==> src/design/pdc_consts.vh <==
// constants for the pll divider configuration latch block
// assumes inclusion by bare name from files under design/ and sim/
`ifndef PDC_CONSTS_VH
`define PDC_CONSTS_VH

// configuration word layout, shared by shift register and latches
`define PDC_LOOP_W        9
`define PDC_OUT_W         2
`define PDC_DIAG_W        3
`define PDC_CFG_W         14
`define PDC_LOOP_LSB      0
`define PDC_LOOP_MSB      8
`define PDC_OUT_LSB       9
`define PDC_OUT_MSB       10
`define PDC_DIAG_LSB      11
`define PDC_DIAG_MSB      13

// idle level of the parallel load pin; its synchroniser and edge detector
// start here so leaving reset shows no false capture edge
`define PDC_PL_IDLE       1'b1

// axi4-lite register map
`define PDC_ADDR_W        4
`define PDC_OFS_CTRL      4'h0
`define PDC_OFS_STATUS    4'h4
`define PDC_OFS_SHIFT     4'h8
`define PDC_CTRL_PAR_EN   0
`define PDC_CTRL_SER_EN   1
`define PDC_CTRL_RST      2'h3
`define PDC_RESP_OKAY     2'h0
`define PDC_RESP_SLVERR   2'h2

// diagnostic select codes
`define PDC_DG_LOW        3'h0
`define PDC_DG_HIGH       3'h1
`define PDC_DG_SER_OUT    3'h2
`define PDC_DG_SER_CLK    3'h3
`define PDC_DG_PAR_LOAD   3'h4
`define PDC_DG_SER_LOAD   3'h5
`define PDC_DG_LOOP_LSB   3'h6
`define PDC_DG_OUT_LSB    3'h7

`endif

==> src/design/pdc_sync.v <==
// two-flop synchroniser for a group of pin inputs
// assumes each bit is a slow level; no bus coherence is promised across bits
`timescale 1ns/1ps
module pdc_sync #(
  parameter         W     = 1,
  parameter [W-1:0] RST_V = {W{1'b0}}
) (
  input  wire         i_ref_clk,
  input  wire         i_rst,
  input  wire [W-1:0] i_d,
  output wire [W-1:0] o_q
);
  reg [W-1:0] meta_ff;
  reg [W-1:0] sync_ff;

  always @(posedge i_ref_clk) begin
    if (i_rst) begin
      // per-bit reset level, so a pin resting high does not fake an edge
      meta_ff <= RST_V;
      sync_ff <= RST_V;
    end else begin
      meta_ff <= i_d;
      sync_ff <= meta_ff;
    end
  end

  assign o_q = sync_ff;
endmodule

==> src/design/pdc_top.v <==
// pll divider configuration latches with parallel and serial load paths
// assumes all pins are asynchronous to i_ref_clk and that the serial clock
// is much slower than i_ref_clk; software sees the block over axi4-lite
//
// Design decisions made here: the address map and the AXI4-Lite interface to the registers.
`timescale 1ns/1ps
`include "pdc_consts.vh"
module pdc_top (
  input  wire                   i_ref_clk,
  input  wire                   i_rst,
  input  wire                   i_par_load,
  input  wire [`PDC_LOOP_W-1:0] i_loop_divider,
  input  wire [`PDC_OUT_W-1:0]  i_output_divider,
  input  wire                   i_ser_clk,
  input  wire                   i_ser_data,
  input  wire                   i_ser_load,
  output reg  [`PDC_LOOP_W-1:0] o_loop_divider,
  output reg  [`PDC_OUT_W-1:0]  o_output_divider,
  output reg                    o_diag,
  input  wire [`PDC_ADDR_W-1:0] i_s_axi_awaddr,
  input  wire                   i_s_axi_awvalid,
  output reg                    o_s_axi_awready,
  input  wire [31:0]            i_s_axi_wdata,
  input  wire [3:0]             i_s_axi_wstrb,
  input  wire                   i_s_axi_wvalid,
  output reg                    o_s_axi_wready,
  output reg  [1:0]             o_s_axi_bresp,
  output reg                    o_s_axi_bvalid,
  input  wire                   i_s_axi_bready,
  input  wire [`PDC_ADDR_W-1:0] i_s_axi_araddr,
  input  wire                   i_s_axi_arvalid,
  output reg                    o_s_axi_arready,
  output reg  [31:0]            o_s_axi_rdata,
  output reg  [1:0]             o_s_axi_rresp,
  output reg                    o_s_axi_rvalid,
  input  wire                   i_s_axi_rready
);
  localparam SW = `PDC_LOOP_W + `PDC_OUT_W + 4;

  // pin synchronisers
  wire [SW-1:0] pin_sync;
  pdc_sync #(
    .W     (SW),
    .RST_V ({3'h0, `PDC_PL_IDLE, {(SW-4){1'b0}}})
  ) u_sync (
    .i_ref_clk (i_ref_clk),
    .i_rst     (i_rst),
    .i_d       ({i_ser_load, i_ser_data, i_ser_clk, i_par_load,
                 i_output_divider, i_loop_divider}),
    .o_q       (pin_sync)
  );

  wire [`PDC_LOOP_W-1:0] loop_s;
  wire [`PDC_OUT_W-1:0]  out_s;
  wire                   pl_s;
  wire                   sc_s;
  wire                   sd_s;
  wire                   sl_s;
  assign loop_s = pin_sync[`PDC_LOOP_W-1:0];
  assign out_s  = pin_sync[`PDC_LOOP_W+`PDC_OUT_W-1:`PDC_LOOP_W];
  assign pl_s   = pin_sync[SW-4];
  assign sc_s   = pin_sync[SW-3];
  assign sd_s   = pin_sync[SW-2];
  assign sl_s   = pin_sync[SW-1];

  reg                  sc_prev_ff;
  reg                  pl_prev_ff;
  reg [`PDC_CFG_W-1:0] shift_ff;
  reg [`PDC_CFG_W-1:0] cfg_ff;
  reg [1:0]            ctrl_ff;

  wire sc_rise;
  wire pl_rise;
  assign sc_rise = sc_s & ~sc_prev_ff;
  assign pl_rise = pl_s & ~pl_prev_ff;

  wire par_en;
  wire ser_en;
  assign par_en = ctrl_ff[`PDC_CTRL_PAR_EN];
  assign ser_en = ctrl_ff[`PDC_CTRL_SER_EN];

  // parallel word: bit 8 lands on the msb, bit 0 on the lsb
  wire [`PDC_CFG_W-1:0] par_word;
  assign par_word = {cfg_ff[`PDC_DIAG_MSB:`PDC_DIAG_LSB], out_s,
                     loop_s};

  // serial path; data is sampled with the same delay as the clock,
  // so a host that holds data around the clock edge is met
  always @(posedge i_ref_clk) begin
    if (i_rst) begin
      sc_prev_ff <= 1'b0;
      pl_prev_ff <= `PDC_PL_IDLE;
      shift_ff   <= {`PDC_CFG_W{1'b0}};
    end else begin
      sc_prev_ff <= sc_s;
      pl_prev_ff <= pl_s;
      if (sc_rise)
        shift_ff <= {shift_ff[`PDC_CFG_W-2:0], sd_s};
    end
  end

  // configuration latches; the serial path wins when both are open,
  // since the diagnostic field has no parallel source
  always @(posedge i_ref_clk) begin
    if (i_rst) begin
      cfg_ff <= {`PDC_CFG_W{1'b0}};
    end else if (ser_en && sl_s) begin
      cfg_ff <= shift_ff;
    end else if (par_en && (!pl_s || pl_rise)) begin
      cfg_ff <= par_word;
    end
  end

  // diagnostic mux
  reg nxt_diag;
  always @* begin
    case (cfg_ff[`PDC_DIAG_MSB:`PDC_DIAG_LSB])
      `PDC_DG_LOW:      nxt_diag = 1'b0;
      `PDC_DG_HIGH:     nxt_diag = 1'b1;
      `PDC_DG_SER_OUT:  nxt_diag = shift_ff[`PDC_CFG_W-1];
      `PDC_DG_SER_CLK:  nxt_diag = sc_s;
      `PDC_DG_PAR_LOAD: nxt_diag = pl_s;
      `PDC_DG_SER_LOAD: nxt_diag = sl_s;
      `PDC_DG_LOOP_LSB: nxt_diag = cfg_ff[`PDC_LOOP_LSB];
      `PDC_DG_OUT_LSB:  nxt_diag = cfg_ff[`PDC_OUT_LSB];
      default:          nxt_diag = 1'b0;
    endcase
  end

  always @(posedge i_ref_clk) begin
    if (i_rst) begin
      o_loop_divider   <= {`PDC_LOOP_W{1'b0}};
      o_output_divider <= {`PDC_OUT_W{1'b0}};
      o_diag           <= 1'b0;
    end else begin
      o_loop_divider   <= cfg_ff[`PDC_LOOP_MSB:`PDC_LOOP_LSB];
      o_output_divider <= cfg_ff[`PDC_OUT_MSB:`PDC_OUT_LSB];
      o_diag           <= nxt_diag;
    end
  end

  // axi4-lite write channel: address and data taken in either order
  reg [`PDC_ADDR_W-1:0] aw_addr_ff;
  reg                   aw_have_ff;
  reg [31:0]            w_data_ff;
  reg [3:0]             w_strb_ff;
  reg                   w_have_ff;

  wire [`PDC_ADDR_W-1:0] aw_word;
  wire [`PDC_ADDR_W-1:0] ar_word;
  assign aw_word = {aw_addr_ff[`PDC_ADDR_W-1:2], 2'b00};
  assign ar_word = {i_s_axi_araddr[`PDC_ADDR_W-1:2], 2'b00};

  always @(posedge i_ref_clk) begin
    if (i_rst) begin
      o_s_axi_awready <= 1'b1;
      o_s_axi_wready  <= 1'b1;
      o_s_axi_bvalid  <= 1'b0;
      o_s_axi_bresp   <= `PDC_RESP_OKAY;
      aw_addr_ff      <= {`PDC_ADDR_W{1'b0}};
      aw_have_ff      <= 1'b0;
      w_data_ff       <= 32'h0;
      w_strb_ff       <= 4'h0;
      w_have_ff       <= 1'b0;
      ctrl_ff         <= `PDC_CTRL_RST;
    end else begin
      if (i_s_axi_awvalid && o_s_axi_awready) begin
        aw_addr_ff      <= i_s_axi_awaddr;
        aw_have_ff      <= 1'b1;
        o_s_axi_awready <= 1'b0;
      end
      if (i_s_axi_wvalid && o_s_axi_wready) begin
        w_data_ff      <= i_s_axi_wdata;
        w_strb_ff      <= i_s_axi_wstrb;
        w_have_ff      <= 1'b1;
        o_s_axi_wready <= 1'b0;
      end
      if (aw_have_ff && w_have_ff && !o_s_axi_bvalid) begin
        aw_have_ff     <= 1'b0;
        w_have_ff      <= 1'b0;
        o_s_axi_bvalid <= 1'b1;
        if (aw_word == `PDC_OFS_CTRL) begin
          o_s_axi_bresp <= `PDC_RESP_OKAY;
          if (w_strb_ff[0])
            ctrl_ff <= w_data_ff[`PDC_CTRL_SER_EN:`PDC_CTRL_PAR_EN];
        end else if (aw_word == `PDC_OFS_STATUS ||
                     aw_word == `PDC_OFS_SHIFT) begin
          // read-only registers ignore the data but answer okay
          o_s_axi_bresp <= `PDC_RESP_OKAY;
        end else begin
          o_s_axi_bresp <= `PDC_RESP_SLVERR;
        end
      end
      if (o_s_axi_bvalid && i_s_axi_bready) begin
        o_s_axi_bvalid  <= 1'b0;
        o_s_axi_awready <= 1'b1;
        o_s_axi_wready  <= 1'b1;
      end
    end
  end

  // axi4-lite read channel
  always @(posedge i_ref_clk) begin
    if (i_rst) begin
      o_s_axi_arready <= 1'b1;
      o_s_axi_rvalid  <= 1'b0;
      o_s_axi_rdata   <= 32'h0;
      o_s_axi_rresp   <= `PDC_RESP_OKAY;
    end else begin
      if (i_s_axi_arvalid && o_s_axi_arready) begin
        o_s_axi_arready <= 1'b0;
        o_s_axi_rvalid  <= 1'b1;
        o_s_axi_rresp   <= `PDC_RESP_OKAY;
        if (ar_word == `PDC_OFS_CTRL)
          o_s_axi_rdata <= {30'h0, ctrl_ff};
        else if (ar_word == `PDC_OFS_STATUS)
          o_s_axi_rdata <= {{(32-`PDC_CFG_W){1'b0}}, cfg_ff};
        else if (ar_word == `PDC_OFS_SHIFT)
          o_s_axi_rdata <= {{(32-`PDC_CFG_W){1'b0}}, shift_ff};
        else begin
          o_s_axi_rdata <= 32'h0;
          o_s_axi_rresp <= `PDC_RESP_SLVERR;
        end
      end
      if (o_s_axi_rvalid && i_s_axi_rready) begin
        o_s_axi_rvalid  <= 1'b0;
        o_s_axi_arready <= 1'b1;
      end
    end
  end
endmodule

==> config.mk <==
export PLATFORM = sky130hd
export DESIGN_NAME = pdc_top
export DESIGN_NICKNAME = d
export VERILOG_FILES = /design/src/design/pdc_sync.v /design/src/design/pdc_top.v
export VERILOG_INCLUDE_DIRS = /design/src /design/src/design
export SDC_FILE = /design/constraint.sdc
export NUM_CORES = 1
export LEC_CHECK = 0
export BUFFER_PORTS_ARGS = -buffer_cell sky130_fd_sc_hd__clkbuf_2
export CAP_MARGIN = 15
export CORE_MARGIN = 8
export CORE_UTILIZATION = 34
export CTS_CLUSTER_SIZE = 10
export DETAILED_ROUTE_END_ITERATION = 6
export GPL_TIMING_DRIVEN = 0
export PLACE_DENSITY = 0.67
export SYNTH_ARGS = -nofsm -noshare
export SYNTH_HDL_FRONTEND = slang
export SYNTH_SLANG_ARGS = --single-unit
==> constraint.sdc <==
create_clock -name i_ref_clk -period 1.1 [get_ports i_ref_clk]
set_input_delay 0.11 -clock i_ref_clk [delete_from_list [all_inputs] [get_ports i_ref_clk]]
set_output_delay 0.11 -clock i_ref_clk [all_outputs]
set_load 0.02 [all_outputs]
==> results of run 1 <==
## cells by family (layout without fill, tap and decap cells)
| group | count (synthesis) | count (layout) | share of synthesized area, % |
|---|---|---|---|
| AOI/OAI and AO/OA | 66 | 66 | 13.2 |
| buffers and inverters | 48 | 152 | 7.61 |
| DFF | 102 | 102 | 54.5 |
| muxes | 4 | 4 | 1.10 |
| other | 1 | 20 | 0.100 |
| and+or+nand+nor | 178 | 178 | 23.5 |
## routing by layer
layer,vias up,GRT usage [%],wire length (um)
met5,-,0,0
met4,0,4.53,93
met3,6,4.09,662
met2,90,19.9,4270
met1,1368,14.0,3930
li1,1551,-,-
## state kept, by name (all words and copies together) (netlist names)
register / cells
sc_prev_ff: 1
aw_addr_ff: 2
aw_have_ff: 1
o_s_axi_wready: 1
o_output_divider: 2
o_s_axi_bvalid: 1
w_strb_ff: 1
o_s_axi_arready: 1
o_s_axi_awready: 1
o_loop_divider: 9
o_s_axi_bresp: 1
u_sync.meta_ff: 15
o_diag: 1
o_s_axi_rvalid: 1
cfg_ff: 14
shift_ff: 14
ctrl_ff: 2
o_s_axi_rdata: 14
w_data_ff: 2
u_sync.o_q: 15
w_have_ff: 1
pl_prev_ff: 1
o_s_axi_rresp: 1
## layout by cell type (no fill, tap or decap), types with 4 or more instances in the layout
cell	synthesis	layout
a311oi_2	10	10
dfxtp_1	102	90
inv_1	4	4
nand3_1	11	11
a221oi_2	0	5
a21oi_1	32	32
clkbuf_8	0	10
nand2_1	68	67
clkbuf_1	9	7
buf_4	21	29
buf_2	9	5
nor3_1	25	23
nor2b_1	44	43
a221oi_1	12	4
dfxtp_2	0	9
clkbuf_2	0	60
conb_1	1	20
or2_2	4	4
o21ai_0	7	4
nor2_1	13	11
dlygate4sd3_1	0	22
## layout make-up
class	count	share of cell area, %
inverters	4	0.299
clock inverters	4	0.946
plain buffers	42	6.30
multi-input cells	268	32.5
flip-flops and latches	102	41.1
repair buffers	91	12.5
well taps	140	3.49
clock buffers	11	2.81
## synthesized netlist by cell type
cell type    n
a21oi_1     32
nor3_1      25
a21boi_1     1
and3b_1      1
inv_1        4
o21ai_0      7
or2_2        4
nand3b_1     2
mux2_2       1
a311oi_1     1
nor2b_1     44
nor2_1      13
a221o_1      1
mux2i_1      3
nand2b_1     3
or2_4        1
a2bb2oi_1    1
nor3b_1      2
o31a_1       1
and2_1       1
buf_2        9
buf_4       21
buf_1        3
dfxtp_1    102
nand3_1     11
nand4_1      1
conb_1       1
or3b_2       1
clkbuf_1     9
nand2_1     68
buf_6        2
a221oi_1    12
and2_4       1
a311oi_2    10
## critical path: cells and delay by family (launching register included)
kind	cells	cell delay, ns
simple gates	2	0.43
flops	1	0.37
compound gates	1	0.20
buf+inv	1	0.15
## stage by stage
step	cells	setup TNS, ns	utilization [%]
final	662	-1.24	46.5
after floorplan	418	-0.925	-
after global placement	618	-6.21	39.9
after global routing	662	-1.73	46.5
after detailed placement	618	-7.66	39.9
after CTS	658	-1.33	45.0
## worst max-delay path by stage
stage	start	endpoint	slack, ns	cells after the start
global route	ctrl_ff[0]$_SDFFE_PP1P_	cfg_ff[10]$_SDFFE_PP0P_	-0.18	4
detailed placement	ctrl_ff[1]$_SDFFE_PP1P_	cfg_ff[7]$_SDFFE_PP0P_	-0.29	4
global placement	ctrl_ff[1]$_SDFFE_PP1P_	cfg_ff[7]$_SDFFE_PP0P_	-0.24	4
finish	ctrl_ff[1]$_SDFFE_PP1P_	cfg_ff[10]$_SDFFE_PP0P_	-0.14	4
floorplan	u_sync.o_q[14]$_SDFF_PP0_	cfg_ff[10]$_SDFFE_PP0P_	-0.09	5
CTS	ctrl_ff[1]$_SDFFE_PP1P_	cfg_ff[7]$_SDFFE_PP0P_	-0.16	4
## timing repair
| action | in CTS | in global routing |
|---|---|---|
| gates resized for setup | 32 | 26 |
| pin swaps | 6 | 7 |
| hold buffers | 21 | 1 |
| hold endpoints to repair | 21 | 1 |
| cloned | 1 | 2 |
| setup buffers | 4 | 2 |
| setup endpoints to repair | 38 | 34 |
## power by group through the flow
stage	combinational (mW)	sequential, mW	clock (mW)
after detailed placement	0.830	4.06	0
after global placement	0.812	4.05	0
after global routing	1.12	4.00	2.48
final	1.03	3.98	2.30
after floorplan	0.516	4.12	0
after CTS	0.962	3.98	2.33
==> metrics.txt, run 1 <==
post-synth cell types=34; RSZ-0062 raised after global routing=true; clk buf depth=2; IO Pins=119; n_diodes=0; status=complete, but fails checks; I/O Buffers=60; Cells after Synth=399; Max Freq=about 0.80 GHz; r2r endpoint=cfg_ff[10]$_SDFFE_PP0P_; Flop pwr share=54.5%; Slew Viols, Final=0; Max IR drop VDD=0.000769 V; Via-to-Cell Ratio=4.55; CTS buffer count=9; PD cells=between 1000 and 1500 nW/um2; max capacitance violation total=0; origin of the critical flop-to-flop path=ctrl_ff[1]$_SDFFE_PP1P_; Power, Total=7.31 mW; # fillers=slightly above 1000; failing checks=setup timing; hold slack=0.0154 ns; largest net degree at the start of global routing=16; final wirelength=around 9 mm; critical path, cell by cell=and2_4 -> or2_4 -> buf_16 -> a311oi_2; largest cells by area after synthesis=dfxtp_1, nor2b_1, nand2_1; max incr delay on CP=0.37 ns; Logic pwr share=14.0%; vias in the first global route=~3000; TritonCTS Sinks=102; Tmin final=1.24 ns; Setup Skew=0.0123 ns; Core ar.=10800 um2; DRC=0; post-synth top area cell=dfxtp_1; Worst-path clk slew=0.10 ns; startpoint types=flip-flop; Clock Power Share=31.5%; DR vias=between 3000 and 4000; Post-DP Area=approximately 4300 um2; Synthesis Warnings=0; register area share after synthesis=54.5%; share of the synthesized area in the top cell type=54.5%; hold_sp=i_s_axi_wvalid; CTS tree=yes; overall die width=121 um; nets=just under 600; final instance area=5020 um2; remaining antenna violation count=0; R2R Setup Slk=-0.14 ns; Worst slew margin=55.4%; Min-Delay Path Class=input port to flip-flop; Critical Setup Path Class=flip-flop to flip-flop; Avg Inst Size Synth=~9.4 um2; Die Y=around 120 um; Reg2Reg Depth=4; grt total ovfl=0; Worst Slack Setup Final=-0.143 ns; final setup violating endpoints=11; Hold Path Depth=2; WL/cell=13.5 um; share of cells above drive strength 1=31.4%; Initial Util=a little over a third; worst-margin pin slew=0.668 ns; H-tree Lvls=3; RePlAce Congestion=~0.8; worst-skew pair later-pin latency=0.36 ns; area grow syn2layout=34.1%; Rows=38; Critical-path top delay cell=dfxtp_4; CTS root buf=clkbuf_8; drt pass-1 iters=4; post-DP HPWL=6.42 mm; Internal=~5.4 mW; initial antenna violation count=0; DIE AREA=14600 um2; static leakage power=between 2 and 2.5 nW; Initial DRC Count=135; CP endpoint kind=flip-flop; Max FO, Critical Path=5; area of the multi-input gates=1630 um2; P_sw=~1.9 mW; storage element area=2060 um2; synthesized area=3750 um2; Hold EP=o_s_axi_wready$_SDFFE_PP1P_; overall routing resource usage=12.0%; first-pass GRT wire length=14.3 mm; Fin. Hold Viols=0; Net Sw Frac=25.5%; Worst Path Arrival=~1.5 ns; critical path required time=approximately 1.4 ns; flops & latches, synth=102; Placement Setup Slack=-0.288 ns; final cycle utilization of the critical path=113%
(Power assumes the default switching activity.)
==> run 2: changes to the inputs <==
CELL_PAD_IN_SITES_DETAIL_PLACEMENT = 1   (was unset)
CELL_PAD_IN_SITES_GLOBAL_PLACEMENT = 2   (was unset)
CORE_UTILIZATION = 27   (was 34)
CTS_CLUSTER_SIZE = 24   (was 10)
PLACE_DENSITY = 0.84   (was 0.67)
==> run 2 against run 1 <==
Against the previous run:
- the flow still finishes with violations (setup timing)
- global-route usage decreased by 0.14 points
- die area grew 22%
- sequential cell count stayed put
- largest cell class unchanged
- largest power group unchanged
- highest routed layer unchanged
==> metrics.txt, run 2 (synthesis results as in run 1) <==
remaining antenna violation count=0 (unchanged); r2r endpoint=cfg_ff[6]$_SDFFE_PP0P_ (was cfg_ff[10]$_SDFFE_PP0P_); DIE AREA=17900 um2 (was 14600 um2); overall routing resource usage=11.9% (was 12.0%); Critical-path top delay cell=dfxtp_4 (unchanged); max capacitance violation total=0 (unchanged); largest net degree at the start of global routing=18 (was 16); clk buf depth=2 (unchanged); Power, Total=8.43 mW (was 7.31 mW); hold_sp=i_s_axi_awaddr[3] (was i_s_axi_wvalid); static leakage power=2.12 nW (was 2.06 nW); CTS tree=yes (unchanged); IO Pins=119 (unchanged); DRC=0 (unchanged); CTS root buf=clkbuf_16 (was clkbuf_8); nets=584 (unchanged); area of the multi-input gates=1620 um2 (was 1630 um2); Placement Setup Slack=-0.326 ns (was -0.288 ns); DR vias=3145 (was 3015); Max IR drop VDD=0.000728 V (was 0.000769 V); Max FO, Critical Path=5 (unchanged); Fin. Hold Viols=0 (unchanged); I/O Buffers=60 (unchanged); initial antenna violation count=0 (unchanged); Critical Setup Path Class=flip-flop to flip-flop (unchanged); Initial DRC Count=157 (was 135); worst-margin pin slew=0.681 ns (was 0.668 ns); max incr delay on CP=0.35 ns (was 0.37 ns); TritonCTS Sinks=102 (unchanged); vias in the first global route=3318 (was 3004); critical path required time=1.35 ns (was 1.36 ns); critical path, cell by cell=and2_4 -> or2_4 -> buf_16 -> a311oi_2 (unchanged); area grow syn2layout=38.6% (was 34.1%); final wirelength=10.5 mm (was 8.96 mm); Setup TNS=-1.18 ns (was -1.24 ns); n_diodes=0 (unchanged); final cycle utilization of the critical path=113% (about the same); Die Y=134 um (was 121 um); most common cell after layout, fill and taps aside=dfxtp_1 (unchanged); final instance area=5190 um2 (was 5020 um2); failing checks=setup timing (unchanged); Worst Slack Setup Final=-0.141 ns (was -0.143 ns); CTS buffer count=9 (unchanged); Via-to-Cell Ratio=4.47 (was 4.55); origin of the critical flop-to-flop path=ctrl_ff[1]$_SDFFE_PP1P_ (unchanged); worst-skew pair later-pin latency=0.35 ns (was 0.36 ns); Worst-path clk slew=0.07 ns (was 0.10 ns); drt pass-1 iters=4 (unchanged); commonest cells after routing, fill and taps aside=dfxtp_1, nand2_1, clkbuf_2, nor2b_1, buf_4 (was dfxtp_1, nand2_1, clkbuf_2, nor2b_1, a21oi_1); Max Freq=0.806 GHz (was 0.805 GHz); storage element area=2070 um2 (was 2060 um2); R2R Setup Slk=-0.14 ns (about the same); Reg2Reg Depth=4 (unchanged); Initial Util=27.3% (was 34.7%); Post-DP Area=4350 um2 (was 4300 um2); grt total ovfl=0 (unchanged); Rows=43 (was 38); Min-Delay Path Class=input port to flip-flop (unchanged); Worst slew margin=54.6% (was 55.4%); first-pass GRT wire length=17.0 mm (was 14.3 mm); overall die width=134 um (was 121 um); status=complete, but fails checks (unchanged); PD cells=1620 nW/um2 (was 1460 nW/um2); RePlAce Congestion=0.774 (was 0.800); Slew Viols, Final=0 (unchanged); Setup Skew=0.0122 ns (was 0.0123 ns); Hold Path Depth=3 (was 2); Core ar.=13700 um2 (was 10800 um2); Hold EP=aw_addr_ff[3]$_SDFFE_PP0P_ (was o_s_axi_wready$_SDFFE_PP1P_); # fillers=1597 (was 1027); WL/cell=15.0 um (was 13.5 um); Worst Path Arrival=1.49 ns (was 1.51 ns); final setup violating endpoints=10 (was 11); post-DP HPWL=7.54 mm (was 6.42 mm); Tmin final=1.24 ns (about the same); H-tree Lvls=3 (unchanged); CP endpoint kind=flip-flop (unchanged); share of cells above drive strength 1=34.0% (was 31.4%); startpoint types=flip-flop (unchanged); RSZ-0062 raised after global routing=true (unchanged)
==> run 2: cell count changes in the layout (fill, tap and decap cells not counted), sizes merged <==
cell         previous run  this run
dlygate4sd3            22        15
buf                    42        50
bufinv                  1         2
inv                     4         5
clkbuf                 80        77
clkinvlp                1         2
==> run 2: layout make-up <==
cell class	instances	area share, %
buffer	43	6.14
clock buffer	9	4.34
clock inverter	7	1.88
inverter	4	0.289
multi-input combinational	268	31.1
sequential	102	39.9
tap	180	4.34
timing repair buffer	90	12.0
==> run 2: worst max-delay path, delay by kind of cell, from the launching register on <==
family / cells / cell delay, ns
AOI/OAI and AO/OA: 1 / 0.21
DFF: 1 / 0.35
and+or+nand+nor: 2 / 0.44
buffers and inverters: 1 / 0.15
==> run 2: metal layers <==
metal	wire length, um	part of all wire (%)	up-vias	GRT usage, %
li1	-	-	1551	-
met1	4560	43	1518	14.0
met2	5400	51	65	20.8
met3	419	4.0	11	2.58
met4	136	1.3	0	4.12
met5	0	0	-	0
==> run 2: metrics by stage <==
| step | utilization, % | hold slack (ns) | std cells |
|---|---|---|---|
| after floorplan | - | 0.210 | 418 |
| after global placement | 31.7 | 0.301 | 658 |
| after detailed placement | 31.7 | 0.296 | 658 |
| after CTS | 36.5 | 0.00151 | 696 |
| after global routing | 37.8 | 0.0195 | 703 |
| final | 37.8 | 0.0115 | 703 |
==> run 2: worst max path at each step <==
stage                               from                       to  slack (ns)  cells after the start
4_1_cts          ctrl_ff[1]$_SDFFE_PP1P_   cfg_ff[1]$_SDFFE_PP0P_       -0.17                      4
3_5_place_dp     ctrl_ff[1]$_SDFFE_PP1P_  cfg_ff[10]$_SDFFE_PP0P_       -0.33                      4
6_report         ctrl_ff[1]$_SDFFE_PP1P_   cfg_ff[6]$_SDFFE_PP0P_       -0.14                      4
5_1_grt          ctrl_ff[1]$_SDFFE_PP1P_   cfg_ff[6]$_SDFFE_PP0P_       -0.19                      4
3_3_place_gp     ctrl_ff[1]$_SDFFE_PP1P_   cfg_ff[7]$_SDFFE_PP0P_       -0.29                      4
2_1_floorplan  u_sync.o_q[14]$_SDFF_PP0_  cfg_ff[10]$_SDFFE_PP0P_       -0.09                      5
==> run 2: where the power goes <==
| part | leakage, nW | switching (mW) | total, mW | internal (mW) |
|---|---|---|---|---|
| clock | 0.152 | 1.41 | 3.41 | 2.00 |
| combinational | 1.13 | 0.559 | 1.03 | 0.474 |
| sequential | 0.841 | 0.120 | 3.98 | 3.86 |
==> run 2: repair_timing <==
action	4_1_cts	5_1_grt
pin swaps	6	16
endpoints found under the hold margin	15	0
setup buffers	7	6
gates cloned	1	1
gates resized for setup	35	33
hold buffers	15	0
setup endpoints to repair	37	44
==> run 3: changes to the inputs <==
PLACE_DENSITY = 0.83   (was 0.84)
==> run 3 against run 2 <==
Against the previous run:
- the run still ends with setup timing left
- non-clock buffer count shrank 3
- sequential cell count is the same
- worst hold slack lost 0.0084 ns
- maximum frequency shrank 4.5%
==> metrics.txt, run 3 (synthesis results as in run 1) <==
status=complete, but fails checks (unchanged); failing checks=setup timing (unchanged); Worst Path Arrival=1.54 ns (was 1.49 ns); vias in the first global route=3184 (was 3318); I/O Buffers=60 (unchanged); drt pass-1 iters=4 (unchanged); Max FO, Critical Path=5 (unchanged); Worst-path clk slew=0.07 ns (about the same); worst-margin pin slew=0.654 ns (was 0.681 ns); first-pass GRT wire length=16.7 mm (was 17.0 mm); final cycle utilization of the critical path=118% (was 113%); largest net degree at the start of global routing=18 (unchanged); post-DP HPWL=7.56 mm (was 7.54 mm); n_diodes=0 (unchanged); # fillers=1603 (was 1597); clk buf depth=2 (unchanged); Min-Delay Path Class=input port to flip-flop (unchanged); R2R Setup Slk=-0.20 ns (was -0.14 ns); overall routing resource usage=11.8% (was 11.9%); Initial Util=27.3% (unchanged); Die Y=134 um (unchanged); grt total ovfl=0 (unchanged); Via-to-Cell Ratio=4.42 (was 4.47); Placement Setup Slack=-0.333 ns (was -0.326 ns); DRC=0 (unchanged); max capacitance violation total=0 (unchanged); Initial DRC Count=187 (was 157); RePlAce Congestion=0.757 (was 0.774); nets=581 (was 584); post-route insts no fill=700 (was 703); placed insts=658 (unchanged); Worst slew margin=56.4% (was 54.6%); Slew Viols, Final=0 (unchanged); Worst Slack Setup Final=-0.199 ns (was -0.141 ns); DR vias=3092 (was 3145); H-tree Lvls=3 (unchanged); PD cells=1590 nW/um2 (was 1620 nW/um2); IO Pins=119 (unchanged); Max IR drop VDD=0.000707 V (was 0.000728 V); initial antenna violation count=0 (unchanged); final wirelength=10.6 mm (was 10.5 mm); Setup Skew=0.00849 ns (was 0.0122 ns); Critical Setup Path Class=flip-flop to flip-flop (unchanged); static leakage power=2.10 nW (was 2.12 nW); most common cell after layout, fill and taps aside=dfxtp_1 (unchanged); startpoint types=flip-flop (unchanged); area grow syn2layout=37.5% (was 38.6%); commonest cells after routing, fill and taps aside=dfxtp_1, nand2_1, clkbuf_2, nor2b_1 (was dfxtp_1, nand2_1, clkbuf_2, nor2b_1, buf_4); CTS tree=yes (unchanged); RSZ-0062 raised after global routing=true (unchanged); Tmin final=1.30 ns (was 1.24 ns); remaining antenna violation count=0 (unchanged); overall die width=134 um (unchanged); CTS buffer count=9 (unchanged); critical path required time=1.34 ns (was 1.35 ns); CP endpoint kind=flip-flop (unchanged); Fin. Hold Viols=0 (unchanged); WL/cell=15.1 um (was 15.0 um); worst-skew pair later-pin latency=0.35 ns (about the same); share of cells above drive strength 1=34.4% (was 34.0%); final setup violating endpoints=11 (was 10); Rows=43 (unchanged); Core ar.=13700 um2 (unchanged); TritonCTS Sinks=102 (unchanged); Max Freq=0.770 GHz (was 0.806 GHz); DIE AREA=17900 um2 (unchanged); CTS root buf=clkbuf_16 (unchanged)
[run 3: changes by cell type in the layout (fill, tap and decap cells not counted), sizes merged]
cell / before / now
buf: 50 / 47
bufinv: 2 / 1
clkinv: 2 / 3
clkinvlp: 2 / 3
inv: 5 / 4
[run 3: final timing paths]
path	startpoint	endpoint	depth (start not counted)
worst min register to register	u_sync.meta_ff[11]$_SDFF_PP1_	u_sync.o_q[11]$_SDFF_PP1_	1
worst min-delay path	i_s_axi_awaddr[3]	aw_addr_ff[3]$_SDFFE_PP0P_	3
worst max-delay path	ctrl_ff[1]$_SDFFE_PP1P_	cfg_ff[4]$_SDFFE_PP0P_	4
worst max register to register	ctrl_ff[1]$_SDFFE_PP1P_	cfg_ff[4]$_SDFFE_PP0P_	4
[run 3: worst max-delay path: stages (launching register included)]
cell      delay [ns]
dfxtp_4         0.36
and2_4          0.16
or2_4           0.29
buf_16          0.15
a311oi_2        0.24
[run 3: routing by layer]
| metal | track usage [%] | share of wire [%] |
|---|---|---|
| met1 | 14.0 | 44 |
| met2 | 19.6 | 50 |
| met3 | 3.22 | 4.2 |
| met5 | 0 | 0 |
| met4 | 4.93 | 1.9 |
[run 3: timing repair]
| item | in CTS | in global routing |
|---|---|---|
| endpoints found under the setup margin | 37 | 43 |
| pin swaps | 6 | 20 |
| cloned | 1 | 2 |
| hold buffers | 14 | 1 |
| endpoints found under the hold margin | 14 | 1 |
| gates resized for setup | 37 | 31 |
| buffers inserted | 3 | 7 |
[run 3: cell type report]
| type | instances | area [um2] | area share (%) |
|---|---|---|---|
| repair buffers | 88 | 587 | 11.4 |
| clock buffers | 9 | 225 | 4.37 |
| well taps | 180 | 225 | 4.37 |
| multi-input cells | 268 | 1640 | 31.9 |
| plain buffers | 42 | 315 | 6.12 |
| clock inverters | 7 | 75.1 | 1.46 |
| inverters | 4 | 15.0 | 0.291 |
| flip-flops and latches | 102 | 2070 | 40.2 |
[run 3: power by group]
part	internal, mW	switching, mW	total (mW)
clock network	1.77	1.41	3.17
logic	0.464	0.564	1.03
registers	3.86	0.120	3.98
[run 3: stage by stage]
step                util (%)  TNS, ns  hold WS (ns)  instance area, um2  power (mW)
floorplan                  -   -0.925         0.210                3830        4.63
CTS                     36.1    -1.31       0.00131                4950        8.18
finish                  37.6    -1.61       0.00310                5150        8.19
global route            37.6    -2.05        0.0182                5150        8.54
global placement        31.7    -8.62         0.301                4350        4.88
detailed placement      31.7   -10.38         0.298                4350        4.91
